[src/inc/awh_pkg.sv]
// Operation
// - CDh runs multiple write without erase
// - 30h writes 1..256 sectors, zero means 256
// - write starts at task-file address
// - accept: BSY, then DRQ with BSY clear
// - first DRQ raises no interrupt
// - per sector BSY; next buffer DRQ plus interrupt
// - last sector: BSY until done, then interrupt
// - error stops write, failing address kept
// - 38h same handshake, no implied erase
// - sector not pre-erased gets normal write
// - SMART operation chosen by feature value
// - unsupported SMART feature is aborted
// - multiple write aborted unless configured, enabled
// - only block size one is supported
package awh_pkg;
  // ****************************************************
  // register map, byte addresses
  // ****************************************************
  localparam logic [7:0] OFS_CMD = 8'h00;
  localparam logic [7:0] OFS_DRV = 8'h04;
  localparam logic [7:0] OFS_A23 = 8'h08;
  localparam logic [7:0] OFS_A15 = 8'h0c;
  localparam logic [7:0] OFS_A7 = 8'h10;
  localparam logic [7:0] OFS_CNT = 8'h14;
  localparam logic [7:0] OFS_FEAT = 8'h18;
  localparam logic [7:0] OFS_STAT = 8'h1c;
  localparam logic [7:0] OFS_ERR = 8'h20;
  localparam logic [7:0] OFS_DATA = 8'h24;
  localparam logic [7:0] OFS_CFG = 8'h28;
  localparam logic [7:0] OFS_ISTAT = 8'h2c;
  localparam logic [7:0] OFS_IMASK = 8'h30;
  // ****************************************************
  // opcodes and sub-operations
  // ****************************************************
  localparam logic [7:0] OP_WRITE = 8'h30;
  localparam logic [7:0] OP_WRITE_NE = 8'h38;
  localparam logic [7:0] OP_WMULT_NE = 8'hcd;
  localparam logic [7:0] OP_SMART = 8'hb0;
  localparam logic [7:0] SM_READ = 8'hd0;
  localparam logic [7:0] SM_THRESH = 8'hd1;
  localparam logic [7:0] SM_AUTOSAVE = 8'hd2;
  localparam logic [7:0] SM_SAVE = 8'hd3;
  localparam logic [7:0] SM_OFFLINE = 8'hd4;
  localparam logic [7:0] SM_ENABLE = 8'hd8;
  localparam logic [7:0] SM_DISABLE = 8'hd9;
  localparam logic [7:0] SM_STATUS = 8'hda;
  // ****************************************************
  // field positions, reset values, counts
  // ****************************************************
  localparam int ST_BSY = 7;
  localparam int ST_DRQ = 3;
  localparam int ST_ERR = 0;
  localparam int ER_ABRT = 2;
  localparam int ER_MEDIA = 6;
  localparam int CFG_MODE_SET = 0;
  localparam int CFG_MULT_EN = 1;
  localparam int CFG_BLK_LSB = 8;
  localparam logic [7:0] BLOCK_ONE = 8'h01;
  localparam logic [15:0] CFG_RESET = 16'h0000;
  localparam int EV_DRQ = 0;
  localparam int EV_DONE = 1;
  localparam int EV_ERR = 2;
  localparam int EV_W = 3;
  localparam logic [6:0] LAST_WORD = 7'h7f; // 128 words of 32 bits
  localparam logic [8:0] COUNT_MAX = 9'h100;
  // ****************************************************
  // types
  // ****************************************************
  typedef enum logic [2:0] {
    S_IDLE = 3'b000,
    S_ACCEPT = 3'b001,
    S_XFER = 3'b010,
    S_PROG = 3'b011,
    S_WAIT = 3'b100
  } awh_state_t;

  typedef struct packed {
    logic [7:0] drv;
    logic [7:0] a23;
    logic [7:0] a15;
    logic [7:0] a7;
    logic [7:0] cnt;
    logic [7:0] feat;
  } awh_tf_t;

  typedef struct packed {
    logic sel;
    logic en;
    logic wr;
    logic [7:0] addr;
    logic [31:0] wdata;
  } awh_apb_t;

  function automatic logic smart_ok(input logic [7:0] f);
    smart_ok = (f == SM_READ) || (f == SM_THRESH) ||
      (f == SM_AUTOSAVE) || (f == SM_SAVE) || (f == SM_OFFLINE) ||
      (f == SM_ENABLE) || (f == SM_DISABLE) || (f == SM_STATUS);
  endfunction
endpackage

[src/awh_irq.sv]
`timescale 1ns/100ps
// sticky event bits, write-one-to-clear, mask, level output
module awh_irq #(
  parameter int W = 3
) (
  input wire logic clk,
  input wire logic rst,
  input wire logic [W-1:0] ev,
  input wire logic clr_we,
  input wire logic mask_we,
  input wire logic [W-1:0] wdata,
  output logic [W-1:0] status,
  output logic [W-1:0] mask,
  output logic irq
);
  typedef struct packed {
    logic [W-1:0] status;
    logic [W-1:0] mask;
    logic irq;
  } awh_irq_st_t;

  awh_irq_st_t r_q;
  awh_irq_st_t r_d;

  // a new event beats a clear in the same cycle
  always_comb
  begin
    r_d = r_q;
    r_d.status = (r_q.status & ~(clr_we ? wdata : '0)) | ev;
    if (mask_we)
    begin
      r_d.mask = wdata;
    end
    r_d.irq = |(r_d.status & r_d.mask);
  end

  always_ff @(posedge clk)
  begin
    if (rst)
    begin
      r_q <= '0;
    end
    else
    begin
      r_q <= r_d;
    end
  end

  assign status = r_q.status;
  assign mask = r_q.mask;
  assign irq = r_q.irq;
endmodule // awh_irq

[src/awh_core.sv]
`timescale 1ns/100ps
module awh_core (
  input wire logic CLK,
  input wire logic SYS_RST,
  input wire logic PSEL,
  input wire logic PENABLE,
  input wire logic PWRITE,
  input wire logic [7:0] PADDR,
  input wire logic [31:0] PWDATA,
  output logic [31:0] PRDATA,
  output logic PREADY,
  output logic PSLVERR,
  output logic IRQ,
  output logic BSY,
  output logic DRQ,
  output logic MEDIA_REQ,
  output logic [27:0] MEDIA_LBA,
  output logic MEDIA_ERASE,
  input wire logic MEDIA_PREERASED,
  input wire logic MEDIA_DONE,
  input wire logic MEDIA_ERR,
  output logic SMART_REQ,
  output logic [7:0] SMART_FEATURE
);
  // ****************************************************
  // state
  // ****************************************************
  typedef struct packed {
    awh_pkg::awh_state_t st;
    awh_pkg::awh_tf_t tf;
    logic [7:0] cmd;
    logic [8:0] remaining;
    logic [6:0] words;
    logic [7:0] err;
    logic [15:0] cfg;
    logic pready;
    logic [31:0] prdata;
    logic pslverr;
    logic bsy;
    logic drq;
    logic media_req;
    logic [27:0] media_lba;
    logic media_erase;
    logic smart_req;
    logic [7:0] smart_feat;
    logic [awh_pkg::EV_W-1:0] ev;
  } awh_core_st_t;

  awh_core_st_t r_q;
  awh_core_st_t r_d;
  awh_pkg::awh_apb_t req;
  logic acc;
  logic wr_acc;
  logic [27:0] lba;
  logic [awh_pkg::EV_W-1:0] irq_status;
  logic [awh_pkg::EV_W-1:0] irq_mask;
  logic irq_out;

  assign req = '{sel: PSEL, en: PENABLE, wr: PWRITE, addr: PADDR,
    wdata: PWDATA};
  // the completing edge: pready was already high
  assign acc = req.sel && req.en && r_q.pready;
  assign wr_acc = acc && req.wr;
  // linear address from head nibble and three bytes
  assign lba = {r_q.tf.drv[3:0], r_q.tf.a23, r_q.tf.a15,
    r_q.tf.a7};

  // ****************************************************
  // interrupt status and mask
  // ****************************************************
  awh_irq #(
    .W(awh_pkg::EV_W)
  ) u_irq (
    .clk(CLK),
    .rst(SYS_RST),
    .ev(r_q.ev),
    .clr_we(wr_acc && req.addr == awh_pkg::OFS_ISTAT),
    .mask_we(wr_acc && req.addr == awh_pkg::OFS_IMASK),
    .wdata(req.wdata[awh_pkg::EV_W-1:0]),
    .status(irq_status),
    .mask(irq_mask),
    .irq(irq_out)
  );

  // ****************************************************
  // next state: bus slave and command sequencer
  // ****************************************************
  always_comb
  begin
    r_d = r_q;
    r_d.media_req = 1'b0;
    r_d.smart_req = 1'b0;
    r_d.ev = '0;
    // one wait state keeps every bus output on a flop
    r_d.pready = req.sel && req.en && !r_q.pready;
    r_d.prdata = 32'h0000_0000;
    r_d.pslverr = 1'b0;
    if (req.addr == awh_pkg::OFS_STAT)
    begin
      r_d.prdata[awh_pkg::ST_BSY] = r_q.bsy;
      r_d.prdata[awh_pkg::ST_DRQ] = r_q.drq;
      r_d.prdata[awh_pkg::ST_ERR] = |r_q.err;
    end
    else if (req.addr == awh_pkg::OFS_ERR)
    begin
      r_d.prdata[7:0] = r_q.err;
    end
    else if (req.addr == awh_pkg::OFS_DRV)
    begin
      r_d.prdata[7:0] = r_q.tf.drv;
    end
    else if (req.addr == awh_pkg::OFS_A23)
    begin
      r_d.prdata[7:0] = r_q.tf.a23;
    end
    else if (req.addr == awh_pkg::OFS_A15)
    begin
      r_d.prdata[7:0] = r_q.tf.a15;
    end
    else if (req.addr == awh_pkg::OFS_A7)
    begin
      r_d.prdata[7:0] = r_q.tf.a7;
    end
    else if (req.addr == awh_pkg::OFS_CNT)
    begin
      r_d.prdata[7:0] = r_q.tf.cnt;
    end
    else if (req.addr == awh_pkg::OFS_CFG)
    begin
      r_d.prdata[15:0] = r_q.cfg;
    end
    else if (req.addr == awh_pkg::OFS_ISTAT)
    begin
      r_d.prdata[awh_pkg::EV_W-1:0] = irq_status;
    end
    else if (req.addr == awh_pkg::OFS_IMASK)
    begin
      r_d.prdata[awh_pkg::EV_W-1:0] = irq_mask;
    end
    else if (req.addr != awh_pkg::OFS_CMD &&
      req.addr != awh_pkg::OFS_FEAT &&
      req.addr != awh_pkg::OFS_DATA)
    begin
      r_d.pslverr = r_d.pready;
    end
    // task file and config writes only while idle
    if (wr_acc && r_q.st == awh_pkg::S_IDLE)
    begin
      if (req.addr == awh_pkg::OFS_DRV)
      begin
        r_d.tf.drv = req.wdata[7:0];
      end
      else if (req.addr == awh_pkg::OFS_A23)
      begin
        r_d.tf.a23 = req.wdata[7:0];
      end
      else if (req.addr == awh_pkg::OFS_A15)
      begin
        r_d.tf.a15 = req.wdata[7:0];
      end
      else if (req.addr == awh_pkg::OFS_A7)
      begin
        r_d.tf.a7 = req.wdata[7:0];
      end
      else if (req.addr == awh_pkg::OFS_CNT)
      begin
        r_d.tf.cnt = req.wdata[7:0];
      end
      else if (req.addr == awh_pkg::OFS_FEAT)
      begin
        r_d.tf.feat = req.wdata[7:0];
      end
      else if (req.addr == awh_pkg::OFS_CFG)
      begin
        r_d.cfg = req.wdata[15:0];
      end
      else if (req.addr == awh_pkg::OFS_CMD)
      begin
        r_d.cmd = req.wdata[7:0];
        r_d.err = 8'h00;
        r_d.words = 7'h00;
        r_d.remaining = (r_q.tf.cnt == 8'h00) ? awh_pkg::COUNT_MAX :
          {1'b0, r_q.tf.cnt};
        case (req.wdata[7:0])
          awh_pkg::OP_WRITE,
          awh_pkg::OP_WRITE_NE:
          begin
            r_d.st = awh_pkg::S_ACCEPT;
          end
          awh_pkg::OP_WMULT_NE:
          begin
            // block mode must be set, enabled and of size one
            if (r_q.cfg[awh_pkg::CFG_MODE_SET] &&
              r_q.cfg[awh_pkg::CFG_MULT_EN] &&
              r_q.cfg[awh_pkg::CFG_BLK_LSB +: 8] == awh_pkg::BLOCK_ONE)
            begin
              r_d.st = awh_pkg::S_ACCEPT;
            end
            else
            begin
              r_d.err[awh_pkg::ER_ABRT] = 1'b1;
              r_d.ev[awh_pkg::EV_ERR] = 1'b1;
            end
          end
          awh_pkg::OP_SMART:
          begin
            if (awh_pkg::smart_ok(r_q.tf.feat))
            begin
              r_d.smart_req = 1'b1;
              r_d.smart_feat = r_q.tf.feat;
              r_d.ev[awh_pkg::EV_DONE] = 1'b1;
            end
            else
            begin
              r_d.err[awh_pkg::ER_ABRT] = 1'b1;
              r_d.ev[awh_pkg::EV_ERR] = 1'b1;
            end
          end
          default:
          begin
            r_d.err[awh_pkg::ER_ABRT] = 1'b1;
            r_d.ev[awh_pkg::EV_ERR] = 1'b1;
          end
        endcase
      end
    end
    case (r_q.st)
      awh_pkg::S_ACCEPT:
      begin
        // first buffer opens silently
        r_d.st = awh_pkg::S_XFER;
      end
      awh_pkg::S_XFER:
      begin
        // the host keeps off the data port until DRQ
        if (wr_acc && req.addr == awh_pkg::OFS_DATA)
        begin
          r_d.words = r_q.words + 7'h01;
          if (r_q.words == awh_pkg::LAST_WORD)
          begin
            r_d.st = awh_pkg::S_PROG;
          end
        end
      end
      awh_pkg::S_PROG:
      begin
        r_d.media_req = 1'b1;
        r_d.media_lba = lba;
        // erase unless skipped and the sector is clean
        r_d.media_erase = (r_q.cmd == awh_pkg::OP_WRITE) ||
          !MEDIA_PREERASED;
        r_d.st = awh_pkg::S_WAIT;
      end
      awh_pkg::S_WAIT:
      begin
        if (MEDIA_DONE && MEDIA_ERR)
        begin
          // address registers still name the failing sector
          r_d.err[awh_pkg::ER_MEDIA] = 1'b1;
          r_d.ev[awh_pkg::EV_ERR] = 1'b1;
          r_d.st = awh_pkg::S_IDLE;
        end
        else if (MEDIA_DONE)
        begin
          {r_d.tf.drv[3:0], r_d.tf.a23, r_d.tf.a15, r_d.tf.a7} =
            lba + 28'h000_0001;
          r_d.remaining = r_q.remaining - 9'h001;
          r_d.tf.cnt = r_d.remaining[7:0];
          r_d.words = 7'h00;
          if (r_q.remaining == 9'h001)
          begin
            r_d.ev[awh_pkg::EV_DONE] = 1'b1;
            r_d.st = awh_pkg::S_IDLE;
          end
          else
          begin
            r_d.ev[awh_pkg::EV_DRQ] = 1'b1;
            r_d.st = awh_pkg::S_XFER;
          end
        end
      end
      default:
      begin
      end
    endcase
    // BSY covers acceptance and each programming phase
    r_d.bsy = (r_d.st == awh_pkg::S_ACCEPT) ||
      (r_d.st == awh_pkg::S_PROG) || (r_d.st == awh_pkg::S_WAIT);
    r_d.drq = (r_d.st == awh_pkg::S_XFER);
  end

  // ****************************************************
  // state register
  // ****************************************************
  always_ff @(posedge CLK)
  begin
    if (SYS_RST)
    begin
      r_q <= '0;
      r_q.cfg <= awh_pkg::CFG_RESET;
    end
    else
    begin
      r_q <= r_d;
    end
  end

  assign PRDATA = r_q.prdata;
  assign PREADY = r_q.pready;
  assign PSLVERR = r_q.pslverr;
  assign IRQ = irq_out;
  assign BSY = r_q.bsy;
  assign DRQ = r_q.drq;
  assign MEDIA_REQ = r_q.media_req;
  assign MEDIA_LBA = r_q.media_lba;
  assign MEDIA_ERASE = r_q.media_erase;
  assign SMART_REQ = r_q.smart_req;
  assign SMART_FEATURE = r_q.smart_feat;

  logic cmd_wr;
  logic done_ok;
  assign cmd_wr = wr_acc && req.addr == awh_pkg::OFS_CMD &&
    r_q.st == awh_pkg::S_IDLE;
  assign done_ok = r_q.st == awh_pkg::S_WAIT && MEDIA_DONE && !MEDIA_ERR;
endmodule // awh_core

[config.mk]
export PLATFORM = sky130hd
export DESIGN_NAME = awh_core
export DESIGN_NICKNAME = d
export VERILOG_FILES = /design/src/inc/awh_pkg.sv /design/src/awh_irq.sv /design/src/awh_core.sv
export SDC_FILE = /design/constraint.sdc
export NUM_CORES = 1
export LEC_CHECK = 0
export BUFFER_PORTS_ARGS = -buffer_cell sky130_fd_sc_hd__buf_2
export CAP_MARGIN = 5
export CORE_MARGIN = 2
export CORE_UTILIZATION = 62
export DETAILED_ROUTE_END_ITERATION = 8
export PLACE_DENSITY = 0.88
export SLEW_MARGIN = 10
export SYNTH_ARGS = -nofsm -noshare
export SYNTH_HDL_FRONTEND = slang
export SYNTH_SLANG_ARGS = --single-unit
[constraint.sdc]
create_clock -name CLK -period 6.2 [get_ports CLK]
set_input_delay 0.93 -clock CLK [delete_from_list [all_inputs] [get_ports CLK]]
set_output_delay 0.93 -clock CLK [all_outputs]
set_load 0.02 [all_outputs]
Word level (Yosys, flattened, before mapping):

Index checks and enable logic that the tools add are counted.

* bits in registers: 178
* latch bits: 0
* bits in writable memories: 0
* memory bits (read-only): 0
* bits of input ports: 48
* output and inout port bits: 76
* word-level logic and storage cells: 212
* memories: 0

* add/sub/neg operators: 3
* $mul: 0
* div/mod/pow operators: 0
* order comparisons: 0
* equal/unequal tests: 38
* shift operators: 0
* multiplexer cells: 80
* bitwise logic cells: 17
* reduce and logical (&&, ||, !) cells: 42

Operator list (number)
* $mux 36: 3
* $mux 99: 1
* $mux 8: 12
* $mux 88: 1
* $eq 8x8->1 const B: 10
* $mux 80: 1
* $mux 72: 1
* $eq 8x6->1 const B: 8
* $mux 32: 2
* $mux 64: 1
* $mux 3: 19
* $mux 56: 1
* $mux 16: 3
* $mux 48: 1
* $eq 8x5->1 const B: 4
* $mux 30: 1
* $add 28x1->28 const B: 1
* $mux 9: 3
* $mux 2: 12
* $eq 8x4->1 const B: 2
* $logic_not 8->1: 2
* $pmux 7 s2: 1
* $logic_and 1x1->1: 13
* $mux 13: 1
* other kinds (35): 76

Longest topological paths before layout:

* depth after elaboration: 25
* mapped depth: 9
* gate-level depth less buffers: 7

Hierarchy:

From an unflattened synthesis, not the netlist that was laid out.

* cells, all modules: 1022
* area total of the unflattened synthesis: 8244.2 sq um

By module, submodules not included
* awh_core: times used 1, cells an instance 996, area each 7982.7 sq um
* awh_irq: times used 1, cells an instance 26, area each 261.5 sq um

Worst setup path before layout:

No wires, ideal clock.

* kind: input to register
* start point: input port PADDR[2]
* end point: register r_q, in the netlist lba[3]
* arrival: 2531 ps
* path slack: 3542 ps
* stages on the path: 8
* cell sequence: clkbuf_2 nor4_2 and4_1 buf_4 or2_2 a21bo_1 a222oi_1 nor2_1

* cells in the longest elaborated chain, start to end: 9
* elaborated cells on any way between the ends: 12
* those cells by class: 4 x eq/ne; 8 x mux

RTL lines
* from (decl): RTL line awh_core.sv:8 `input wire logic [7:0] PADDR,`
* $eq 8x5->1: RTL line awh_core.sv:161 `else if (req.addr == awh_pkg::OFS_A7)`
* $mux 8: RTL line awh_core.sv:161
* $mux 72: RTL line awh_core.sv:157 `else if (req.addr == awh_pkg::OFS_A15)`
* $mux 80: RTL line awh_core.sv:153 `else if (req.addr == awh_pkg::OFS_A23)`
* $mux 88 *: RTL line awh_core.sv:149 `if (req.addr == awh_pkg::OFS_DRV)`
* $mux 99 *: RTL line awh_core.sv:147 `if (wr_acc && r_q.st == awh_pkg::S_IDLE)`
* $mux 36: RTL line awh_core.sv:263 `else if (MEDIA_DONE)`
* $mux 36: RTL line awh_core.sv:256 `if (MEDIA_DONE && MEDIA_ERR)`
* $mux 36 *: RTL line awh_core.sv:227 `case (r_q.st)`
* to (signal assigned): RTL line awh_core.sv:304 `r_q <= r_d;`
* to (decl): RTL line awh_core.sv:49 `awh_core_st_t r_q;`

Every way passes the cells marked *; elsewhere a longest branch is shown, timed or not.
A chain may end at the register's enable or synchronous reset.

Final worst setup path:

* start point: input port PADDR[2]
* end point: register r_q, in the netlist DRQ

* cells in the longest elaborated chain, start to end: 14
* elaborated cells on any way between the ends: 25
* those cells by class: 9 x eq/ne; 14 x mux; 2 x reduce/logical

RTL lines
* $logic_not 8->1
* $mux 3: RTL line awh_core.sv:177 `else if (req.addr == awh_pkg::OFS_CMD)`
* $mux 3: RTL line awh_core.sv:173 `else if (req.addr == awh_pkg::OFS_CFG)`
* $mux 3: RTL line awh_core.sv:169 `else if (req.addr == awh_pkg::OFS_FEAT)`
* $mux 3: RTL line awh_core.sv:165 `else if (req.addr == awh_pkg::OFS_CNT)`
* $mux 3: RTL line awh_core.sv:161
* $mux 3: RTL line awh_core.sv:157
* $mux 3: RTL line awh_core.sv:153
* $mux 3: RTL line awh_core.sv:149
* $mux 99: RTL line awh_core.sv:147
* $mux 3 (on tied branches): RTL line awh_core.sv:263, awh_core.sv:239
* $mux 3 (on tied branches): RTL line awh_core.sv:256, awh_core.sv:236
* $pmux 3 s4 *: RTL line awh_core.sv:227
* $eq 3x2->1 *: RTL line awh_core.sv:289 `r_d.drq = (r_d.st == awh_pkg::S_XFER);`

Marked as above.

==> flow_metrics.env <==
export IMPL_cts_sinks=162
export IMPL_relSlewSlack_pct=21.77
export IMPL_synthFlopType="dfxtp_1"
export IMPL_n_antenna_cell=0
export IMPL_comb_power_share_pct=4.1
export IMPL_syn_area_mm2=0.008054
export IMPL_worstSetupEndpointType="flop"
export IMPL_grt_usage_pct=29.67
export IMPL_crit_required_ns=6.52
export IMPL_crit_type="primary input to flop"
export IMPL_wl_mm=20.67
export IMPL_clock_latency_ns=0.43
export IMPL_cts_tree="done"
export IMPL_reg2reg_from="PREADY$_SDFF_PP0_"
export IMPL_synthAdderAreaFrac_pct=0.6214
export IMPL_path_cells="buf_2 -> nor4b_4 -> nand4_1 -> nor2_1 -> a21oi_1 -> o32a_1 -> and3_1"
export IMPL_dr_first_iter_drc_count=843
export IMPL_grt_pass1_wl_mm=32.98
export IMPL_die_w_um=118.0
export IMPL_critPathLaunch="PADDR[2]"
export IMPL_dieArea_mm2=0.01392
export IMPL_arrival_ns=3.33
export IMPL_post_cts_buffers=0
export IMPL_fin_crit_ns=3.011
export IMPL_die_h_um=118.0
export IMPL_clock_fmax_ghz=0.3321
export IMPL_synth_cells=1015
export IMPL_grt_max_degree=73
export IMPL_synth_common_cells="nand2_1, dfxtp_1, nor2_1"
export IMPL_nets=1064
export IMPL_coreArea_mm2=0.01267
export IMPL_p_per_area_mw_per_mm2=244.5
export IMPL_setup_viol=0
export IMPL_synth_edf_count=0
export IMPL_floorplan_initialDensity_pct=63.56
export IMPL_design_area_mm2=0.008561
export IMPL_synth_area_leaders="dfxtp_1, nand2_1, buf_4, a21oi_1, nor2_1"
export IMPL_tightest_slew_ns=1.171
export IMPL_post_dp_cell_area_mm2=0.008030
export IMPL_wire_per_inst_um=17.34
export IMPL_h_tree_depth=4
export IMPL_power_switching_mw=0.4639
export IMPL_crit_path_top_delay_cell="nor4b_4"
export IMPL_dp_hpwl_mm=13.86
export IMPL_peakVddDrop_v=0.0002419
export IMPL_crit_fanout=17
export IMPL_internal_power_mw=1.629
export IMPL_port_buffers=91
export IMPL_clock_skew_ns=0.007662
export IMPL_muxShareOfSynthArea_pct=3.402
export IMPL_gp_congestion=0.9387
export IMPL_synth_simple_area_share_pct=27.67
export IMPL_cts_buffers=17
export IMPL_first_pass_iters=5
export IMPL_synth_seq_cells=162
export IMPL_yosys_warnings=0
export IMPL_post_route_period_util_pct=48.57
export IMPL_syn_avg_cell_area_um2=7.935
export IMPL_critPathLaunchType="primary input"
export IMPL_ioPinCount=124
export IMPL_cts_hold_fix_buffers=0
export IMPL_synth_compound_area_share_pct=16.89
export IMPL_synth_most_common_cell="nand2_1"
export IMPL_ys_types=74
export IMPL_p_seq_share_pct=49.8
export IMPL_p_leak_nw=3.251
export IMPL_crit_path_max_incr_delay_ns=0.78
export IMPL_syn_to_final_growth_pct=6.292
export IMPL_post_synth_top_area_cell="dfxtp_1"
export IMPL_p_sw_share_pct=22.16
export IMPL_setup_tns_ns=0
export IMPL_synth_top_area_share_pct=40.27
export IMPL_yosys_area_share_xor_xnor_pct=0.8700
export IMPL_cts_root_buf="clkbuf_16"
export IMPL_antenna_found_initial=0
export IMPL_synth_top_family_by_area="simple AND/OR/NAND/NOR gates"
export IMPL_status="finished clean"
export IMPL_grt_ovfl_total=0
export IMPL_drive_gt1_share_pct=14.31
export IMPL_async_flop_share_pct=0
export IMPL_clkPwrFrac_pct=46.2
export IMPL_min_path_type="flop to flop"
export IMPL_vias=7278
export IMPL_cap_violations=0
export IMPL_rsz0062_at_grt="false"
export IMPL_antenna_left=0
export IMPL_yosysSeqAreaShare_pct=40.27
export IMPL_hold_viol=0
export IMPL_drc=0
export IMPL_viasPerCell=6.106
export IMPL_rows=41
export IMPL_clk_pin_slew_worst_paths_ns=0.06
export IMPL_min_delay_start="MEDIA_LBA[15]$_SDFFE_PP0P_"
export IMPL_ctsLongestPathBuffers=2
export IMPL_cts_repair_resized=0
export IMPL_grt_pass1_vias=6652
export IMPL_slew_violations=0
==> stage by stage <==
step	cells	hold slack, ns	util, %	setup WS [ns]	power (mW)
6_report	1192	0.4485	67.56	3.189	2.093
5_1_grt	1192	0.4729	67.56	3.043	2.146
4_1_cts	1192	0.4523	67.56	3.212	2.097
3_5_place_dp	1165	0.4437	63.38	2.799	1.147
3_3_place_gp	1165	0.4381	63.38	2.841	1.146
2_1_floorplan	1030	0.4241	-	3.542	1.126
==> critical path: cells and delay by family <==
kind | cells | cell delay [ns]
AOI/OAI and AO/OA | 2 | 0.43
and+or+nand+nor | 4 | 1.69
buffers and inverters | 1 | 0.27
==> sequential cells by signal, summed over array words and instances, names as in the netlist, 3 cells and up <==
register	flops
u_irq.status	3
r_q	68
SMART_FEATURE	8
PRDATA	16
lba	28
MEDIA_LBA	28
u_irq.mask	3
==> cell usage in the layout (no fill, tap or decap), types with 16 or more instances in the layout <==
master	count
a21oi_1	91
and2_1	16
buf_2	90
clkbuf_16	17
conb_1	16
dfxtp_1	162
mux2i_1	24
nand2_1	181
nand3_1	26
nand4_1	16
nor2_1	94
nor3_1	24
o21ai_0	38
==> layer usage <==
| layer | share of wire, % | global-route usage (%) |
|---|---|---|
| met3 | 8.1 | 6.831 |
| met5 | 0 | 0 |
| met2 | 47 | 47.06 |
| met4 | 4.7 | 17.09 |
| met1 | 41 | 37.01 |
==> power groups by stage <==
stage / logic, mW / clock network [mW] / registers (mW)
floorplan: 0.0600 / 0 / 1.07
global placement: 0.0814 / 0 / 1.06
detailed placement: 0.0819 / 0 / 1.06
CTS: 0.0823 / 0.972 / 1.04
global route: 0.0890 / 1.02 / 1.04
finish: 0.0848 / 0.966 / 1.04
==> path summary, 6_finish.rpt <==
kind	to	slack, ns	depth (start not counted)
worst max-delay path	DRQ$_SDFF_PP0_	3.19	7
worst min-delay path	MEDIA_LBA[15]$_SDFFE_PP0P_	0.45	2
worst max register to register	r_q[109]$_SDFF_PP0_	3.71	5
worst min register to register	MEDIA_LBA[15]$_SDFFE_PP0P_	0.45	2
==> cells by family after synthesis <==
logic type                 after synthesis
AOI/OAI and AO/OA                      222
xor gates and xnor gates                 8
adders and majority gates                4
buffers and inverters                  142
DFF                                    162
muxes                                   27
other                                    1
and+or+nand+nor                        449
==> area by class of cell <==
cell class                      instances  area, um^2
Tap cell                              172       215.2
Clock inverter                          6       60.06
Timing Repair Buffer                   96       495.5
Sequential cell                       162        3243
Inverter                                9       33.78
Fill cell                            1016        4110
Clock buffer                           21       470.5
Multi-Input combinational cell        726        4043
Power figures use the tool's default switching activity.
